File: src/logic/motion_detect_defs.vh
`ifndef MOTION_DETECT_DEFS_VH
`define MOTION_DETECT_DEFS_VH

// ----------------------------------------
// register byte offsets
// ----------------------------------------
`define OFS_PARAM 12'h000
`define OFS_OTP 12'h004
`define OFS_CMD 12'h008
`define OFS_STATUS 12'h00c
`define OFS_INT_STATUS 12'h010
`define OFS_INT_MASK 12'h014
`define OFS_POSITION 12'h018

// ----------------------------------------
// parameter word field positions
// ----------------------------------------
`define THR_LSB 0
`define DLY_LSB 4
`define ACT_LSB 8
`define DC100_BIT 12

// ----------------------------------------
// command word bits (write one to act)
// ----------------------------------------
`define CMD_FULL_READ 0
`define CMD_SHORT_READ 1

// ----------------------------------------
// status bits
// ----------------------------------------
`define ST_STEPLOSS 0
`define ST_BLOCK 1
`define ST_ABSBLOCK 2
`define ST_ACTIVE 3
`define ST_HALT 4

// ----------------------------------------
// reset values
// ----------------------------------------
`define OTP_RESET 13'h0000

// ----------------------------------------
// sample delays in microseconds
// ----------------------------------------
`define DLY0_US 87
`define DLY1_US 130
`define DLY2_US 174
`define DLY3_US 217
`define DLY4_US 304
`define DLY5_US 391
`define DLY6_US 521
`define DLY7_US 694
`define CLK_MHZ 40
`define US_TO_CYC(u) ((u) * `CLK_MHZ)

`endif

File: src/logic/sample_delay_timer.v
`timescale 1ns/1ps
`include "motion_detect_defs.vh"

// counts the back-emf sample delay after a zero crossing
module sample_delay_timer #(
	parameter CW = 16,
	parameter SCALE = 1
) (
	// clock and reset
	input wire pclk,
	input wire presetn,
	// control
	input wire start,
	input wire [2:0] code,
	// result
	output reg expired
);

	// ----------------------------------------
	// delay lookup
	// ----------------------------------------
	reg [CW-1:0] cnt_reg;
	reg busy_reg;
	reg [31:0] len;

	// delay of the selected code rounded down, never below one cycle
	always @* begin
		case (code)
		3'h0: len = `US_TO_CYC(`DLY0_US) / SCALE;
		3'h1: len = `US_TO_CYC(`DLY1_US) / SCALE;
		3'h2: len = `US_TO_CYC(`DLY2_US) / SCALE;
		3'h3: len = `US_TO_CYC(`DLY3_US) / SCALE;
		3'h4: len = `US_TO_CYC(`DLY4_US) / SCALE;
		3'h5: len = `US_TO_CYC(`DLY5_US) / SCALE;
		3'h6: len = `US_TO_CYC(`DLY6_US) / SCALE;
		default: len = `US_TO_CYC(`DLY7_US) / SCALE;
		endcase
		if (len == 32'h0)
			len = 32'h1;
	end

	// ----------------------------------------
	// counter
	// ----------------------------------------
	// a new crossing restarts the count; sample pulse on timeout
	always @(posedge pclk or negedge presetn) begin
		if (!presetn) begin
			cnt_reg <= {CW{1'b0}};
			busy_reg <= 1'b0;
			expired <= 1'b0;
		end else begin
			expired <= 1'b0;
			if (start) begin
				cnt_reg <= len[CW-1:0] - {{(CW-1){1'b0}}, 1'b1};
				busy_reg <= 1'b1;
			end else if (busy_reg) begin
				if (cnt_reg == {CW{1'b0}}) begin
					busy_reg <= 1'b0;
					expired <= 1'b1;
				end else begin
					cnt_reg <= cnt_reg - {{(CW-1){1'b0}}, 1'b1};
				end
			end
		end
	end

endmodule

File: src/logic/stall_detect.v
// The implementer's own choices: the address map and the APB slave port.
`timescale 1ns/1ps
`include "motion_detect_defs.vh"

// back-emf stall detection with apb register access
module stall_detect #(
	parameter PW = 16,
	parameter DLY_SCALE = 1
) (
	// apb slave
	input wire pclk,
	input wire presetn,
	input wire psel,
	input wire penable,
	input wire pwrite,
	input wire [11:0] paddr,
	input wire [31:0] pwdata,
	output reg [31:0] prdata,
	output reg pready,
	output reg pslverr,
	// motion controller status
	input wire positioning,
	input wire at_max_velocity,
	input wire accel_done,
	input wire full_step,
	input wire full_duty,
	input wire [PW-1:0] internal_position,
	// back-emf front end
	input wire zero_cross,
	input wire [3:0] bemf_level,
	// outputs to motion controller
	output reg hard_stop,
	output reg [PW-1:0] actual_position,
	output reg irq
);

	// ----------------------------------------
	// storage
	// ----------------------------------------
	// ram copy of the motion parameters
	reg [3:0] bemf_threshold_index_reg;
	reg [2:0] bemf_sample_delay_reg;
	reg [2:0] detect_activation_steps_reg;
	reg full_duty_detect_enable_reg;

	// programmed copy and its power-on load request
	reg [12:0] otp_reg;
	reg por_load_reg;

	// sticky motion flags and the position freeze
	reg steploss_reg;
	reg block_reg;
	reg absolute_block_flag_reg;
	reg halt_reg;

	// activation after the ramp
	reg [2:0] step_cnt_reg;
	reg armed_reg;

	// interrupt state
	reg [2:0] int_status_reg;
	reg [2:0] int_mask_reg;

	// sample strobe from the delay timer
	wire sample_now;

	// ----------------------------------------
	// access decode
	// ----------------------------------------
	// one strobe per transfer: the access cycle with ready high
	wire acc = psel && penable && pready;
	wire wr = acc && pwrite;

	// address hits, shared by the write strobes and the read mux
	wire param_hit = paddr == `OFS_PARAM;
	wire otp_hit = paddr == `OFS_OTP;
	wire cmd_hit = paddr == `OFS_CMD;
	wire status_hit = paddr == `OFS_STATUS;
	wire int_status_hit = paddr == `OFS_INT_STATUS;
	wire int_mask_hit = paddr == `OFS_INT_MASK;
	wire position_hit = paddr == `OFS_POSITION;

	// write strobes, one per register
	wire param_wr = wr && param_hit;
	wire otp_wr = wr && otp_hit;
	wire int_status_wr = wr && int_status_hit;
	wire int_mask_wr = wr && int_mask_hit;

	// status-read commands; full wins when both bits are written
	wire full_read = wr && cmd_hit && pwdata[`CMD_FULL_READ];
	wire short_read = wr && cmd_hit && pwdata[`CMD_SHORT_READ]
		&& !pwdata[`CMD_FULL_READ];
	wire any_read = full_read || short_read;
	wire thr_on = bemf_threshold_index_reg != 4'h0;

	// detection gate: on, past ramp and extra steps, at top speed, duty ok
	wire eval_ok = thr_on && armed_reg && at_max_velocity
		&& (!full_duty || full_duty_detect_enable_reg);

	// level compare; index order is level order, so compare codes
	wire stall_hit = sample_now && eval_ok
		&& bemf_level < bemf_threshold_index_reg;

	// ----------------------------------------
	// sample delay
	// ----------------------------------------
	// the timer idles while the index is zero, so no stray strobes
	sample_delay_timer #(
		.CW(16),
		.SCALE(DLY_SCALE)
	) sample_delay_timer_inst (
		.pclk(pclk),
		.presetn(presetn),
		.start(zero_cross && thr_on),
		.code(bemf_sample_delay_reg),
		.expired(sample_now)
	);

	// ----------------------------------------
	// apb handshake
	// ----------------------------------------
	// zero wait states; unmapped reads give zero with an error
	always @(posedge pclk or negedge presetn) begin
		if (!presetn) begin
			pready <= 1'b0;
			pslverr <= 1'b0;
			prdata <= 32'h0;
		end else begin
			// ready follows setup by one cycle: no wait states
			pready <= psel && !penable;
			pslverr <= 1'b0;
			// read word and error are captured in the setup cycle
			if (psel && !penable) begin
				prdata <= 32'h0;
				if (param_hit)
					prdata <= {19'h0, full_duty_detect_enable_reg,
						1'b0, detect_activation_steps_reg,
						1'b0, bemf_sample_delay_reg,
						bemf_threshold_index_reg};
				else if (otp_hit)
					prdata <= {19'h0, otp_reg};
				else if (status_hit)
					// value before any clear, as read returns it
					prdata <= {27'h0, halt_reg, armed_reg,
						absolute_block_flag_reg, block_reg,
						steploss_reg};
				else if (int_status_hit)
					prdata <= {29'h0, int_status_reg};
				else if (int_mask_hit)
					prdata <= {29'h0, int_mask_reg};
				else if (position_hit)
					prdata <= {{(32-PW){1'b0}}, actual_position};
				else if (cmd_hit)
					// command word is write-only and reads as zero
					prdata <= 32'h0;
				else
					pslverr <= 1'b1;
			end
		end
	end

	// ----------------------------------------
	// parameters and otp copy
	// ----------------------------------------
	// otp reset value cannot be sampled under async reset, so a load
	// flag copies it on the first clock after release
	always @(posedge pclk or negedge presetn) begin
		if (!presetn) begin
			otp_reg <= `OTP_RESET;
			por_load_reg <= 1'b1;
			bemf_threshold_index_reg <= 4'h0;
			bemf_sample_delay_reg <= 3'h0;
			detect_activation_steps_reg <= 3'h0;
			full_duty_detect_enable_reg <= 1'b0;
		end else begin
			por_load_reg <= 1'b0;
			// the power-on copy wins over a write in the same cycle
			if (por_load_reg) begin
				{full_duty_detect_enable_reg, detect_activation_steps_reg,
					bemf_sample_delay_reg, bemf_threshold_index_reg}
					<= {otp_reg[12], otp_reg[10:8], otp_reg[6:4],
					otp_reg[3:0]};
			end else if (param_wr) begin
				bemf_threshold_index_reg <= pwdata[`THR_LSB+3:`THR_LSB];
				bemf_sample_delay_reg <= pwdata[`DLY_LSB+2:`DLY_LSB];
				detect_activation_steps_reg <= pwdata[`ACT_LSB+2:`ACT_LSB];
				full_duty_detect_enable_reg <= pwdata[`DC100_BIT];
			end
			if (otp_wr)
				otp_reg <= pwdata[12:0];
		end
	end

	// ----------------------------------------
	// activation after ramp plus steps
	// ----------------------------------------
	// any break in the order or the ramp restarts the step count
	always @(posedge pclk or negedge presetn) begin
		if (!presetn) begin
			step_cnt_reg <= 3'h0;
			armed_reg <= 1'b0;
		end else if (!positioning || !accel_done) begin
			step_cnt_reg <= 3'h0;
			armed_reg <= 1'b0;
		end else if (!armed_reg) begin
			if (step_cnt_reg == detect_activation_steps_reg)
				armed_reg <= 1'b1;
			else if (full_step)
				step_cnt_reg <= step_cnt_reg + 3'h1;
		end
	end

	// ----------------------------------------
	// sticky flags
	// ----------------------------------------
	// each flag tests its set first, so a set wins over a clear
	wire stop_now = stall_hit && positioning;

	// step loss: only a stall while positioning counts as lost steps
	always @(posedge pclk or negedge presetn) begin
		if (!presetn)
			steploss_reg <= 1'b0;
		else if (stop_now)
			steploss_reg <= 1'b1;
		else if (any_read)
			steploss_reg <= 1'b0;
	end

	// blocked rotor: any stall sets it; only the full read clears it
	always @(posedge pclk or negedge presetn) begin
		if (!presetn)
			block_reg <= 1'b0;
		else if (stall_hit)
			block_reg <= 1'b1;
		else if (full_read)
			block_reg <= 1'b0;
	end

	// absolute block shares the set and clear of the blocked rotor
	always @(posedge pclk or negedge presetn) begin
		if (!presetn)
			absolute_block_flag_reg <= 1'b0;
		else if (stall_hit)
			absolute_block_flag_reg <= 1'b1;
		else if (full_read)
			absolute_block_flag_reg <= 1'b0;
	end

	// ----------------------------------------
	// hard stop and position
	// ----------------------------------------
	// halt freezes the position until either status read releases it
	always @(posedge pclk or negedge presetn) begin
		if (!presetn)
			halt_reg <= 1'b0;
		else if (stop_now)
			halt_reg <= 1'b1;
		else if (any_read)
			halt_reg <= 1'b0;
	end

	// copy on the stop itself, then hold; tracks again once released
	always @(posedge pclk or negedge presetn) begin
		if (!presetn)
			actual_position <= {PW{1'b0}};
		else if (stop_now || !halt_reg || any_read)
			actual_position <= internal_position;
	end

	// one-cycle stop pulse toward the motion controller
	always @(posedge pclk or negedge presetn) begin
		if (!presetn)
			hard_stop <= 1'b0;
		else
			hard_stop <= stop_now;
	end

	// ----------------------------------------
	// interrupt
	// ----------------------------------------
	// events: steploss, block, absolute block; write one clears
	wire [2:0] int_event = {stall_hit, stall_hit, stop_now};
	wire [2:0] int_clear = int_status_wr ? pwdata[2:0] : 3'h0;

	// mask is plain read and write
	always @(posedge pclk or negedge presetn) begin
		if (!presetn)
			int_mask_reg <= 3'h0;
		else if (int_mask_wr)
			int_mask_reg <= pwdata[2:0];
	end

	// an event in the clearing cycle stays pending, so none is lost
	always @(posedge pclk or negedge presetn) begin
		if (!presetn)
			int_status_reg <= 3'h0;
		else
			int_status_reg <= (int_status_reg & ~int_clear) | int_event;
	end

	// level output, registered so it comes straight from a flip-flop
	always @(posedge pclk or negedge presetn) begin
		if (!presetn)
			irq <= 1'b0;
		else
			irq <= |(int_status_reg & int_mask_reg);
	end

endmodule

File: config.mk
export PLATFORM = sky130hd
export DESIGN_NAME = stall_detect
export DESIGN_NICKNAME = d
export VERILOG_FILES = /design/src/logic/sample_delay_timer.v /design/src/logic/stall_detect.v
export VERILOG_INCLUDE_DIRS = /design/src /design/src/logic
export SDC_FILE = /design/constraint.sdc
export NUM_CORES = 1
export LEC_CHECK = 0
export ABC_AREA = 1
export BUFFER_PORTS_ARGS = -buffer_cell sky130_fd_sc_hd__buf_2
export CORE_UTILIZATION = 54
export CTS_CLUSTER_SIZE = 30
export DETAILED_ROUTE_END_ITERATION = 7
export PLACE_DENSITY = 0.81
export SYNTH_ARGS = -nofsm -noshare
export SYNTH_HDL_FRONTEND = slang
export SYNTH_HIERARCHICAL = 1
export SYNTH_SLANG_ARGS = --single-unit
File: constraint.sdc
create_clock -name pclk -period 2.25 [get_ports pclk]
set_input_delay 0.3375 -clock pclk [delete_from_list [all_inputs] [get_ports pclk]]
set_output_delay 0.3375 -clock pclk [all_outputs]
set_load 0.02 [all_outputs]
==> After elaboration in Yosys (flattened, before gate mapping) <==
Index checks and enable logic that the tools add are counted.
{ "word_totals": {"regBits": 107, "latch_bits": 0, "ramBits": 0, "rom_bits": 0, "inputBits": 75, "output_inout_bits": 52, "memories": 0} }
{ "classes": {"addsub": 3, "n_mul": 0, "div": 0, "magnitude_cmp": 1, "n_eq_ne": 16, "shift": 0, "mux": 45, "bitwise_logic": 4, "n_reduce_logical": 43} }
{ "ops": {"columns": ["cell", "n"], "rows": [
  ["two-way mux 16 bit", 7],
  ["case mux 15 bit (7 select lines)", 1],
  ["two-way mux 32 bit", 2],
  ["equality test 12 x 5 -> 1 bit (second input constant)", 3],
  ["logical NOT 32 bit", 1],
  ["two-way mux 3 bit", 9],
  ["equality test 12 x 4 -> 1 bit (second input constant)", 2],
  ["two-way mux 1 bit", 23],
  ["logical AND 1 bit", 19],
  ["logical NOT 16 bit", 1],
  ["subtractor 15 x 1 -> 16 bit (second input constant)", 1],
  ["subtractor 16 x 1 -> 16 bit (second input constant)", 1],
  ["two-way mux 15 bit", 1],
  ["equality test 12 x 3 -> 1 bit (second input constant)", 1],
  ["logical NOT 12 bit", 1],
  ["nonzero test 2 bit", 5],
  ["equality test 3 bit (second input constant)", 3],
  ["two-way mux 4 bit", 2],
  ["AND 3 bit", 2],
  ["equality test 3 x 2 -> 1 bit (second input constant)", 2],
  ["logical NOT 1 bit", 6],
  ["logical OR 1 bit", 5],
  ["< comparator 4 bit", 1],
  ["inequality test 2 x 1 -> 1 bit (second input constant)", 2],
  ["other kinds (11)", 11]
]} }

==> Longest topological paths before layout <==
Gate-level depths: netlist of run 1.
{ "depth": {"depth_word": 9, "mapped_depth": 17, "mapped_depth_nobuf": 16} }

==> Modules after synthesis <==
Netlist of run 1, hierarchy kept.
{ "by_module_without_submodules": {"columns": ["mod", "instances", "cells_each", "area_per_inst_um2", "seq_area_each_um2"], "rows": [
  ["stall_detect", 1, 468, 3803.6, 1828.0],
  ["sample_delay_timer", 1, 215, 1422.6, 450.4]
]} }

==> Least setup slack after synthesis of run 1 <==
Ideal clock, no wire load.
{ "synth_path": {"kind": "register -> register", "start": "register bemf_threshold_index_reg[0]", "end": "register sample_delay_timer_inst.cnt_reg[14]", "setup_ns": 0.116, "t_arrival_ns": 1.718, "t_required_ns": 2.134, "slack_ns": 0.415, "stages_incl_launch_ff": 17, "path_buffers": 1, "cell_sequence": "dfrtp_1 > nor2_1 > nand3_1 > and2_1 > buf_6 > inv_2 > nand2_1 > ha_1 > inv_1 > nor2_1 > nand4_2 > nor2_1 > nand2_1 > nand2_1 > nand2_1 > nand2_1 > nand2_1"} }
{ "synth_between": {"elab_chain_cells": 4} }
{ "synth_rtl": {"columns": ["element", "line_no", "source"], "rows": [
  ["start, declared", "stall_detect.v:41", "reg [3:0] bemf_threshold_index_reg;"],
  ["start signal, assigned", "stall_detect.v:184", "bemf_threshold_index_reg <= pwdata[`THR_LSB+3:`THR_LSB];"],
  ["nonzero test 4 bit (*)", "stall_detect.v:94", "wire thr_on = bemf_threshold_index_reg != 4'h0;"],
  ["logical AND 1 bit (*)", "stall_detect.v:114", ".start(zero_cross && thr_on),"],
  ["inequality test 2 x 1 -> 1 bit (no line) or nonzero test 2 bit (tied branches)", null, null],
  ["AND reduction 2 bit (no line)", null, null],
  ["end signal, assigned", "sample_delay_timer.v:48", "cnt_reg <= {CW{1'b0}};"],
  ["end signal, assigned", "sample_delay_timer.v:54", "cnt_reg <= len[CW-1:0] - {{(CW-1){1'b0}}, 1'b1};"],
  ["end signal, assigned", "sample_delay_timer.v:61", "cnt_reg <= cnt_reg - {{(CW-1){1'b0}}, 1'b1};"],
  ["end, declared", "sample_delay_timer.v:22", "reg [CW-1:0] cnt_reg;"]
]} }
Mark *: on every way between the ends. The rest lies on a longest branch, timed or not.
A chain may end at the register's enable or synchronous reset.

==> Worst setup path after layout of run 1 <==
{ "layout_path": {"start": "register bemf_threshold_index_reg[0]", "end": "register sample_delay_timer_inst.cnt_reg[15]"} }
The elaborated chain is that of the path after synthesis.

==> results of run 1 <==
==> cells in the mapped netlist, types with 2 or more instances <==
master,n,share of area (%)
o21ai_2,3,0.50
clkbuf_1,5,0.36
a21oi_1,9,0.86
or2_0,2,0.24
dfrtp_1,90,43
nand3_1,61,5.8
nand3_2,5,0.96
o211ai_1,9,1.3
a31oi_1,2,0.24
buf_2,5,0.48
nand4_2,2,0.48
nand2_2,7,0.84
ha_1,5,1.2
xor2_1,2,0.34
nand2_1,227,16
inv_2,10,0.72
xnor2_1,3,0.50
nor3_1,8,0.77
buf_4,17,2.4
o21ai_1,18,1.7
buf_6,7,1.5
inv_4,2,0.24
o21ai_0,35,3.4
nand4_1,13,1.6
nor2_1,40,2.9
mux2_4,2,0.57
inv_1,59,4.2
nor2_2,7,0.84
nand2_4,2,0.43
nor2_4,8,1.7
==> power groups by stage <==
stage	clock network [uW]	logic [uW]	registers [uW]
finish	1040	937	1870
global route	1120	1070	1890
CTS	1050	917	1870
detailed placement	0	913	1900
global placement	0	888	1900
floorplan	0	652	1890
==> worst min-delay path: stages <==
cell     delay, ns
buf_2         0.07
nand2_1       0.04
nand2_1       0.04
==> per-stage QoR <==
stage | setup slack [ns] | instance area (um2) | hold slack, ns
after CTS | 0.113 | 5950 | 0.150
after detailed placement | 0.136 | 5770 | 0.357
after global routing | 0.00104 | 5970 | 0.149
after floorplan | 0.415 | 5290 | 0.0419
after global placement | 0.164 | 5770 | 0.356
final | 0.179 | 5970 | 0.158
==> worst paths after layout <==
kind                                                       end  slack, ns  depth (start not counted)
min                                         actual_position[5]       0.16                          3
min in group asynchronous                            prdata[1]       0.49                          2
max in group asynchronous                            prdata[9]       1.12                          3
min reg2reg                                          prdata[6]       0.50                          2
max                        sample_delay_timer_inst/cnt_reg[15]       0.18                         11
max reg2reg                sample_delay_timer_inst/cnt_reg[15]       0.18                         11
==> kinds of logic after synthesis <==
family	after synthesis
AOI/OAI and AO/OA	83
xor gates and xnor gates	5
adders and majority gates	5
buffers and inverters	107
DFF	91
muxes	2
other	1
and+or+nand+nor	389
==> area by class of cell <==
cell class	instances	share of cell area, %
Multi-Input combinational cell	501	41.5
Sequential cell	91	38.2
Timing Repair Buffer	110	10.1
Inverter	72	4.63
Tap cell	129	2.70
Clock buffer	10	2.14
Clock inverter	6	0.817
==> routing by layer <==
layer	wire length (um)	global-route usage, %
met1	6040	38.7
met2	5870	43.6
met3	699	4.46
met4	155	7.47
met5	0	0
==> timing repair <==
| action | CTS | global route |
|---|---|---|
| buffers inserted | 0 | 1 |
| gates resized for setup | 0 | 3 |
| hold endpoints to repair | 35 | 0 |
| hold buffers | 1 | 0 |
| endpoints found under the setup margin | 0 | 12 |
==> impl_metrics.py, run 1 <==
metrics = {
    "run_status": {
        "status": "complete, no violations",
    },
    "clock_network": {
        "clk_path_buf_depth": 2,
        "cts_root_buf": "clkbuf_8",
        "clkTransAtPathRegs_ns": 0.09,
        "clkSinkCount": 91,
        "cts_htree_levels": 3,
        "cts_buffers": 9,
        "clk_latency_ns": 0.37,
        "cts_tree": "built",
    },
    "final_layout": {
        "final_layout_size_suffix_gt1_share_pct": 23.2,
        "diodes": 0,
        "area_growth_pct": 14.3,
        "final_cell_mix": "nand2_1, dfrtp_1, buf_2",
        "instances_no_fill": 919,
        "multi_input_area_mm2": 0.00248,
        "nets": 865,
        "final_util_pct": 64.0,
        "regArea_mm2": 0.00228,
        "n_fill_cell": 839,
        "mostFrequentLayoutCell": "nand2_1",
    },
    "power_and_ir_drop": {
        "p_int_uw": 2500,
        "clkPwrFrac_pct": 27.0,
        "p_per_area_mw_per_mm2": 644,
        "ir_drop_v": 0.000356,
        "p_comb_share_pct": 24.4,
        "seq_power_share_pct": 48.7,
        "p_switching_uw": 1350,
        "power_switching_share_pct": 35.1,
        "total_power_uw": 3850,
        "leakage_uw": 0.00321,
    },
    "sta": {
        "setup_viol_count_final": 0,
        "fin_worst_skew_ns": 0.0124,
        "fin_crit_ns": 2.07,
        "rsz0062_at_grt": "no",
        "relSlewSlack_pct": 53.0,
        "setup_tns_ns": 0,
        "hold_viol": 0,
        "fmax_ghz": 0.483,
        "tightest_slew_ns": 0.704,
        "finalCritPeriodShare_pct": 92.0,
        "maxSlewViolCount": 0,
    },
    "setup_path": {
        "path_cells": "nor2_1 > nand3_2 > and2_4 > buf_4 > or2_1 > nor2_1 > nand3_2 > o21ai_4 > buf_4 > nor2_1 > a21oi_1",
        "cp-end-kind": "flop",
        "critical_path.top_delay_family": "simple AND/OR/NAND/NOR gates",
        "cp_num_buf_inv": 2,
        "required_ns": 2.55,
        "crit_path_start": "bemf_threshold_index_reg[0]",
        "critPathMaxStageDelay_ns": 0.41,
        "cp.arrival_ns": 2.37,
        "r2r-start": "bemf_threshold_index_reg[0]",
        "cp_common_cell": "nor2_1",
        "critical_path_class": "reg -> reg",
        "crit_path_start_kind": "flop",
        "crit_slowest_cell": "dfrtp_1",
        "path_max_fanout": 8,
    },
    "placed_design": {
        "io_buffers": 91,
        "place_congestion": 0.922,
        "dp_cells": 901,
        "dp_hpwl_um": 9820,
    },
    "routing": {
        "drtIter0Drc": 245,
        "wirelength_um": 12800,
        "ant_nets": 0,
        "drc": 0,
        "wl_per_cell_um": 13.9,
        "routed_via_density": 5.16,
        "dr.pass1.iters": 5,
        "vias": 4745,
    },
    "logic_synthesis": {
        "ys_seq_elements": 91,
        "synth.area.mux_share_pct": 0.575,
        "synth_top_family_by_area": "simple AND/OR/NAND/NOR gates",
        "synthFlopType": "dfrtp_1",
        "synth_area_mm2": 0.00523,
        "synth.distinct_cells": 48,
        "synth_edf_count": 0,
        "yosys_warnings": 6,
        "synth_xor_xnor_area_share_pct": 0.838,
        "synthCells": 683,
        "ys_seq_area_share_pct": 43.6,
        "synth_compound_area_share_pct": 9.17,
        "synthArstFlopShare_pct": 100,
        "yosys.area_share.adder_pct": 1.20,
        "avgSynthCellArea_um2": 7.65,
        "synth_simple_gate_area_share_pct": 34.2,
    },
    "die": {
        "core-area_mm2": 0.00933,
        "chipHeight_um": 100,
        "die-width_um": 100,
        "num_rows": 35,
        "dieArea_mm2": 0.0101,
        "start_util_pct": 56.0,
        "io_pins": 127,
    },
    "global_routing": {
        "grt_remaining_overflow": 0,
        "grt_max_degree": 41,
        "first_global_vias": 4496,
        "grt_use_total_pct": 27.3,
        "antenna_found_initial": 0,
        "grt_pass1_wl_um": 21400,
    },
    "worst_hold_path": {
        "min_path_type": "in -> reg",
        "hp-start": "internal_position[5]",
    },
    "job": {
        "maxCapViolCount": 0,
    },
}
No activity file was read; power rests on OpenSTA's default activity.
==> run 2: changes to the inputs <==
==> constraint.sdc (replaced) <==
create_clock -name pclk -period 1.96 [get_ports pclk]
set_input_delay 0.294 -clock pclk [delete_from_list [all_inputs] [get_ports pclk]]
set_output_delay 0.294 -clock pclk [all_outputs]
set_load 0.02 [all_outputs]
==> run 2 against run 1 <==
Compared with the run above:
- the run now ends with setup timing left
- clock skew up 0.0034 ns
- sequential share of layout area down 3.1 points
- worst setup slack worse by 0.25 ns
- via count up 6.9%
- critical path depth up 1
- register-to-register slack worse by 0.25 ns
- sequential power up 16%
==> impl_metrics.py, run 2 (synthesis results as in run 1) <==
metrics = {
    "placed_design": {
        "dp_worst_setup_slack_ns": -0.104,
        "dp_hpwl_um": 10100,
        "place_congestion": 0.912,
        "placed_area_mm2": 0.00590,
        "io_buffers": 91,
    },
    "clock_network": {
        "cts_buffers": 9,
        "cts_htree_levels": 3,
        "cts_root_buf": "clkbuf_8",
        "clkTransAtPathRegs_ns": 0.10,
        "clk_latency_ns": 0.37,
        "clk_path_buf_depth": 2,
        "clkSinkCount": 91,
        "cts_tree": "built",
    },
    "sta": {
        "setup_viol_count_final": 13,
        "fin_ws_ns": -0.0725,
        "setup_tns_ns": -0.276,
        "fin_crit_ns": 2.03,
        "rsz0062_at_grt": "yes",
        "finalCritPeriodShare_pct": 104,
        "hold_viol": 0,
        "fmax_ghz": 0.492,
        "fin_worst_skew_ns": 0.0159,
        "relSlewSlack_pct": 52.8,
        "maxSlewViolCount": 0,
        "tightest_slew_ns": 0.708,
    },
    "run_status": {
        "status": "complete, but fails checks",
        "violations": "setup timing",
    },
    "routing": {
        "ant_nets": 0,
        "vias": 5074,
        "routed_via_density": 5.35,
        "dr.pass1.iters": 4,
        "wl_per_cell_um": 14.8,
        "drtIter0Drc": 270,
        "wirelength_um": 14000,
        "drc": 0,
    },
    "global_routing": {
        "grt_pass1_wl_um": 22400,
        "grt_use_total_pct": 28.7,
        "grt_max_degree": 37,
        "first_global_vias": 4781,
        "grt_remaining_overflow": 0,
        "antenna_found_initial": 0,
    },
    "power_and_ir_drop": {
        "clkPwrFrac_pct": 32.1,
        "ir_drop_v": 0.000394,
        "p_comb_share_pct": 26.8,
        "p_per_area_mw_per_mm2": 814,
        "p_int_uw": 3540,
        "leakage_uw": 0.00342,
        "power_switching_share_pct": 33.1,
        "p_switching_uw": 1750,
        "total_power_uw": 5290,
        "seq_power_share_pct": 41.1,
    },
    "final_layout": {
        "final_layout_size_suffix_gt1_share_pct": 29.4,
        "final_cell_mix": "nand2_1, dfrtp_1, buf_2",
        "final_util_pct": 69.7,
        "area_growth_pct": 24.3,
        "nets": 894,
        "fin_area_mm2": 0.00650,
        "mostFrequentLayoutCell": "nand2_1",
        "diodes": 0,
    },
    "die": {
        "die-width_um": 100,
        "core-area_mm2": 0.00933,
        "dieArea_mm2": 0.0101,
        "io_pins": 127,
        "chipHeight_um": 100,
        "start_util_pct": 56.0,
        "num_rows": 35,
    },
    "setup_path": {
        "path_max_fanout": 8,
        "ff2ff_setup_slack_ns": -0.07,
        "crit_path_start_kind": "flop",
        "cp-end-kind": "flop",
        "cp.arrival_ns": 2.32,
        "r2r_cells": 12,
        "required_ns": 2.25,
        "critical_path_class": "reg -> reg",
    },
    "job": {
        "maxCapViolCount": 0,
    },
    "worst_hold_path": {
        "min_path_cells": 3,
        "min_path_type": "in -> reg",
    },
}
==> run 2: cell count changes in the layout (fill, tap and decap cells not counted), sizes merged <==
| cell | delta |
|---|---|
| nand2 | +1 |
| buf | +26 |
| clkinvlp | -3 |
| clkbuf | -1 |
| clkinv | +1 |
| inv | +1 |
| bufinv | +4 |
==> run 2: power by group through the flow <==
stage / sequential [uW] / combinational [uW] / clock, uW
global placement: 2180 / 1110 / 0
CTS: 2160 / 1240 / 1700
finish: 2170 / 1420 / 1700
global route: 2190 / 1550 / 1780
detailed placement: 2190 / 1140 / 0
floorplan: 2170 / 748 / 0
==> run 2: path summary, 6_finish.rpt <==
check | to | startpoint
min reg2reg | prdata[12] | prdata[12]
max reg2reg | sample_delay_timer_inst/cnt_reg[3] | bemf_threshold_index_reg[3]
min in group asynchronous | otp_reg[1] | presetn
max | sample_delay_timer_inst/cnt_reg[3] | bemf_threshold_index_reg[3]
min | actual_position[10] | internal_position[10]
max in group asynchronous | absolute_block_flag_reg | presetn
==> run 2: per-stage QoR <==
stage	hold slack, ns	std cells
detailed placement	0.289	918
finish	0.116	948
global placement	0.280	918
floorplan	-0.00159	699
CTS	0.110	940
global route	0.116	948
==> run 2: layout make-up <==
| type | count | area (um2) |
|---|---|---|
| clock inverters | 7 | 146 |
| fillers | 736 | 2830 |
| flip-flops and latches | 91 | 2280 |
| multi-input cells | 502 | 2650 |
| inverters | 72 | 279 |
| clock buffers | 9 | 124 |
| well taps | 129 | 161 |
| repair inverters | 2 | 12.5 |
| repair buffers | 136 | 842 |
==> run 2: what timing repair did <==
item / CTS / global route
endpoints found under the hold margin: 32 / 0
cloned: 0 / 3
gates resized for setup: 20 / 41
setup buffers: 5 / 5
setup endpoints to repair: 16 / 32
pin swaps: 14 / 11
hold buffers: 1 / 0
==> run 2: worst max-delay path, stage by stage, from the launching register on <==
cell and delay (ns):
dfrtp_1 0.39, nor2_1 0.12, nand3_1 0.10, and2_4 0.18, buf_6 0.14, or2_4 0.25
nor2_4 0.08, nand3_2 0.12, o21ai_4 0.16, clkinv_4 0.16, nand2_4 0.09, nand2_1 0.08
o21ai_1 0.09
==> run 2: routing by layer <==
layer | global-route usage [%] | wire length (um)
met5 | 0 | 0
met4 | 10.5 | 377
met3 | 5.78 | 1070
met2 | 44.9 | 6460
met1 | 39.8 | 6080
==> run 3: changes to the inputs <==
--- a/config.mk
+++ b/config.mk
@@ -7,7 +7,7 @@
 export NUM_CORES = 1
 export LEC_CHECK = 0
 export ABC_AREA = 1
-export BUFFER_PORTS_ARGS = -buffer_cell sky130_fd_sc_hd__buf_2
+export BUFFER_PORTS_ARGS = -buffer_cell sky130_fd_sc_hd__buf_4
 export CORE_UTILIZATION = 54
 export CTS_CLUSTER_SIZE = 30
 export DETAILED_ROUTE_END_ITERATION = 7
==> constraint.sdc (replaced) <==
create_clock -name pclk -period 2.1 [get_ports pclk]
set_input_delay 0.315 -clock pclk [delete_from_list [all_inputs] [get_ports pclk]]
set_output_delay 0.315 -clock pclk [all_outputs]
set_load 0.02 [all_outputs]
==> run 3 against run 2 <==
Compared with the run above:
- the run ends with hold timing left
- die area unchanged
- flip-flop and latch count unchanged
- wire length decreased by 4.4%
- utilization decreased by 0.21 points
- critical path depth increased by 2
- highest routed layer unchanged
==> impl_metrics.py, run 3 (synthesis results as in run 1) <==
metrics = {
    "global_routing": {
        "antenna_found_initial": 0,
        "grt_pass1_wl_um": 21400,
        "grt_remaining_overflow": 0,
        "grt_use_total_pct": 27.4,
        "first_global_vias": 4444,
        "grt_max_degree": 56,
    },
    "sta": {
        "rsz0062_at_grt": "yes",
        "fin_worst_skew_ns": 0.0128,
        "tightest_slew_ns": 0.718,
        "finalCritPeriodShare_pct": 99.4,
        "fin_crit_ns": 2.09,
        "hold_viol": 8,
        "maxSlewViolCount": 0,
        "fmax_ghz": 0.479,
        "whs_ns": -0.00667,
        "relSlewSlack_pct": 52.2,
        "setup_viol_count_final": 0,
    },
    "final_layout": {
        "n_fill_cell": 771,
        "instances_no_fill": 919,
        "area_growth_pct": 23.9,
        "diodes": 0,
        "regArea_mm2": 0.00228,
        "multi_input_area_mm2": 0.00266,
        "final_layout_size_suffix_gt1_share_pct": 27.1,
        "nets": 865,
        "final_util_pct": 69.4,
        "mostFrequentLayoutCell": "nand2_1",
        "final_cell_mix": "nand2_1, buf_4, dfrtp_1",
    },
    "power_and_ir_drop": {
        "ir_drop_v": 0.000360,
        "leakage_uw": 0.00333,
        "p_per_area_mw_per_mm2": 689,
    },
    "clock_network": {
        "cts_tree": "built",
        "clkTransAtPathRegs_ns": 0.10,
        "cts_buffers": 9,
        "clk_path_buf_depth": 2,
        "cts_hold_buf": 0,
        "clk_latency_ns": 0.37,
        "clkSinkCount": 91,
        "cts_root_buf": "clkbuf_8",
        "cts_htree_levels": 3,
    },
    "setup_path": {
        "crit_path_start_kind": "flop",
        "critical_path_class": "reg -> reg",
        "cp.arrival_ns": 2.35,
        "ff2ff_setup_slack_ns": 0.01,
        "r2r-end": "sample_delay_timer_inst/cnt_reg[9]",
        "path_max_fanout": 11,
        "r2r_cells": 14,
        "r2r-start": "bemf_threshold_index_reg[3]",
        "cp-end-kind": "flop",
        "required_ns": 2.37,
    },
    "routing": {
        "wirelength_um": 13400,
        "drtIter0Drc": 351,
        "routed_via_density": 5.30,
        "ant_nets": 0,
        "vias": 4871,
        "dr.pass1.iters": 5,
        "wl_per_cell_um": 14.6,
        "drc": 0,
    },
    "run_status": {
        "status": "complete, but fails checks",
        "violations": "hold timing",
    },
    "placed_design": {
        "place_congestion": 0.937,
        "io_buffers": 91,
        "dp_cells": 898,
        "dp_hpwl_um": 9810,
    },
    "die": {
        "start_util_pct": 56.0,
        "num_rows": 35,
        "io_pins": 127,
        "dieArea_mm2": 0.0101,
        "die-width_um": 100,
        "chipHeight_um": 100,
        "core-area_mm2": 0.00933,
    },
    "worst_hold_path": {
        "min_path_type": "in -> async",
    },
    "job": {
        "maxCapViolCount": 0,
    },
}
==> run 3: cell count changes in the layout (fill, tap and decap cells not counted), moves of 3 or more <==
| cell | change |
|---|---|
| buf_2 | -90 |
| buf_4 | +64 |
| nor2_2 | -6 |
| buf_6 | -4 |
| nand2_4 | +4 |
| nor2_4 | +4 |
| bufinv_16 | -3 |
| nand2_1 | -3 |
==> run 3: report_power, final <==
| part | internal (uW) | total, uW | switching (uW) | leakage (uW) |
|---|---|---|---|---|
| combinational | 445 | 1220 | 777 | 0.00205 |
| clock | 557 | 1210 | 655 | 0.000100 |
| sequential | 1890 | 2030 | 140 | 0.00118 |
==> run 3: how the worst max path moves through the flow <==
stage | end | start
floorplan | sample_delay_timer_inst/cnt_reg[14] | bemf_threshold_index_reg[0]
global placement | sample_delay_timer_inst/cnt_reg[12] | bemf_threshold_index_reg[0]
detailed placement | sample_delay_timer_inst/cnt_reg[14] | bemf_threshold_index_reg[0]
CTS | sample_delay_timer_inst/cnt_reg[14] | bemf_threshold_index_reg[0]
global route | sample_delay_timer_inst/cnt_reg[12] | bemf_threshold_index_reg[3]
finish | sample_delay_timer_inst/cnt_reg[9] | bemf_threshold_index_reg[3]
==> run 3: area by class of cell <==
type / instances / share of cell area (%)
Clock inverter: 7 / 1.14
Timing Repair inverter: 2 / 0.270
Inverter: 72 / 4.31
Multi-Input combinational cell: 501 / 41.1
Timing Repair Buffer: 108 / 13.6
Clock buffer: 9 / 1.91
Tap cell: 129 / 2.49
Sequential cell: 91 / 35.2
==> run 3: what timing repair did <==
item,in CTS,in global routing
resized for setup,2,56
buffers inserted,0,2
pin swaps,0,23
endpoints found under the setup margin,4,16
cloned,0,3
==> run 3: routing by layer <==
layer | track usage (%) | share of wire, % | vias up
met5 | 0 | 0 | -
met4 | 10.3 | 2.4 | 0
met3 | 4.18 | 5.9 | 27
met2 | 42.3 | 45 | 194
met1 | 39.1 | 47 | 2277
li1 | - | - | 2373
==> run 3: stage by stage <==
stage | cell area, um2 | total power (uW) | hold WS (ns) | worst slack, ns | TNS, ns
after global routing | 6480 | 4710 | 0.0531 | -0.108 | -0.910
final | 6480 | 4470 | -0.00667 | 0.0128 | 0
after CTS | 6210 | 4260 | 0.0141 | 0.00837 | 0
after floorplan | 5290 | 2730 | 0.0194 | 0.265 | 0
after detailed placement | 6010 | 3060 | 0.411 | -0.0611 | -0.0611
after global placement | 6010 | 3030 | 0.411 | 0.00147 | 0
==> run 3: worst max-delay path, stage by stage, from the launching register on <==
cell and delay, ns:
dfrtp_1 0.40, nor2_1 0.11, nand3_1 0.12, and2_4 0.21
buf_12 0.14, nand2_4 0.10, a21oi_2 0.05, nor2_4 0.18
nand3_2 0.16, nor2_4 0.19, nand3_1 0.09, nand2_1 0.07
nand2_1 0.06, nand2_1 0.06, nand2_1 0.04
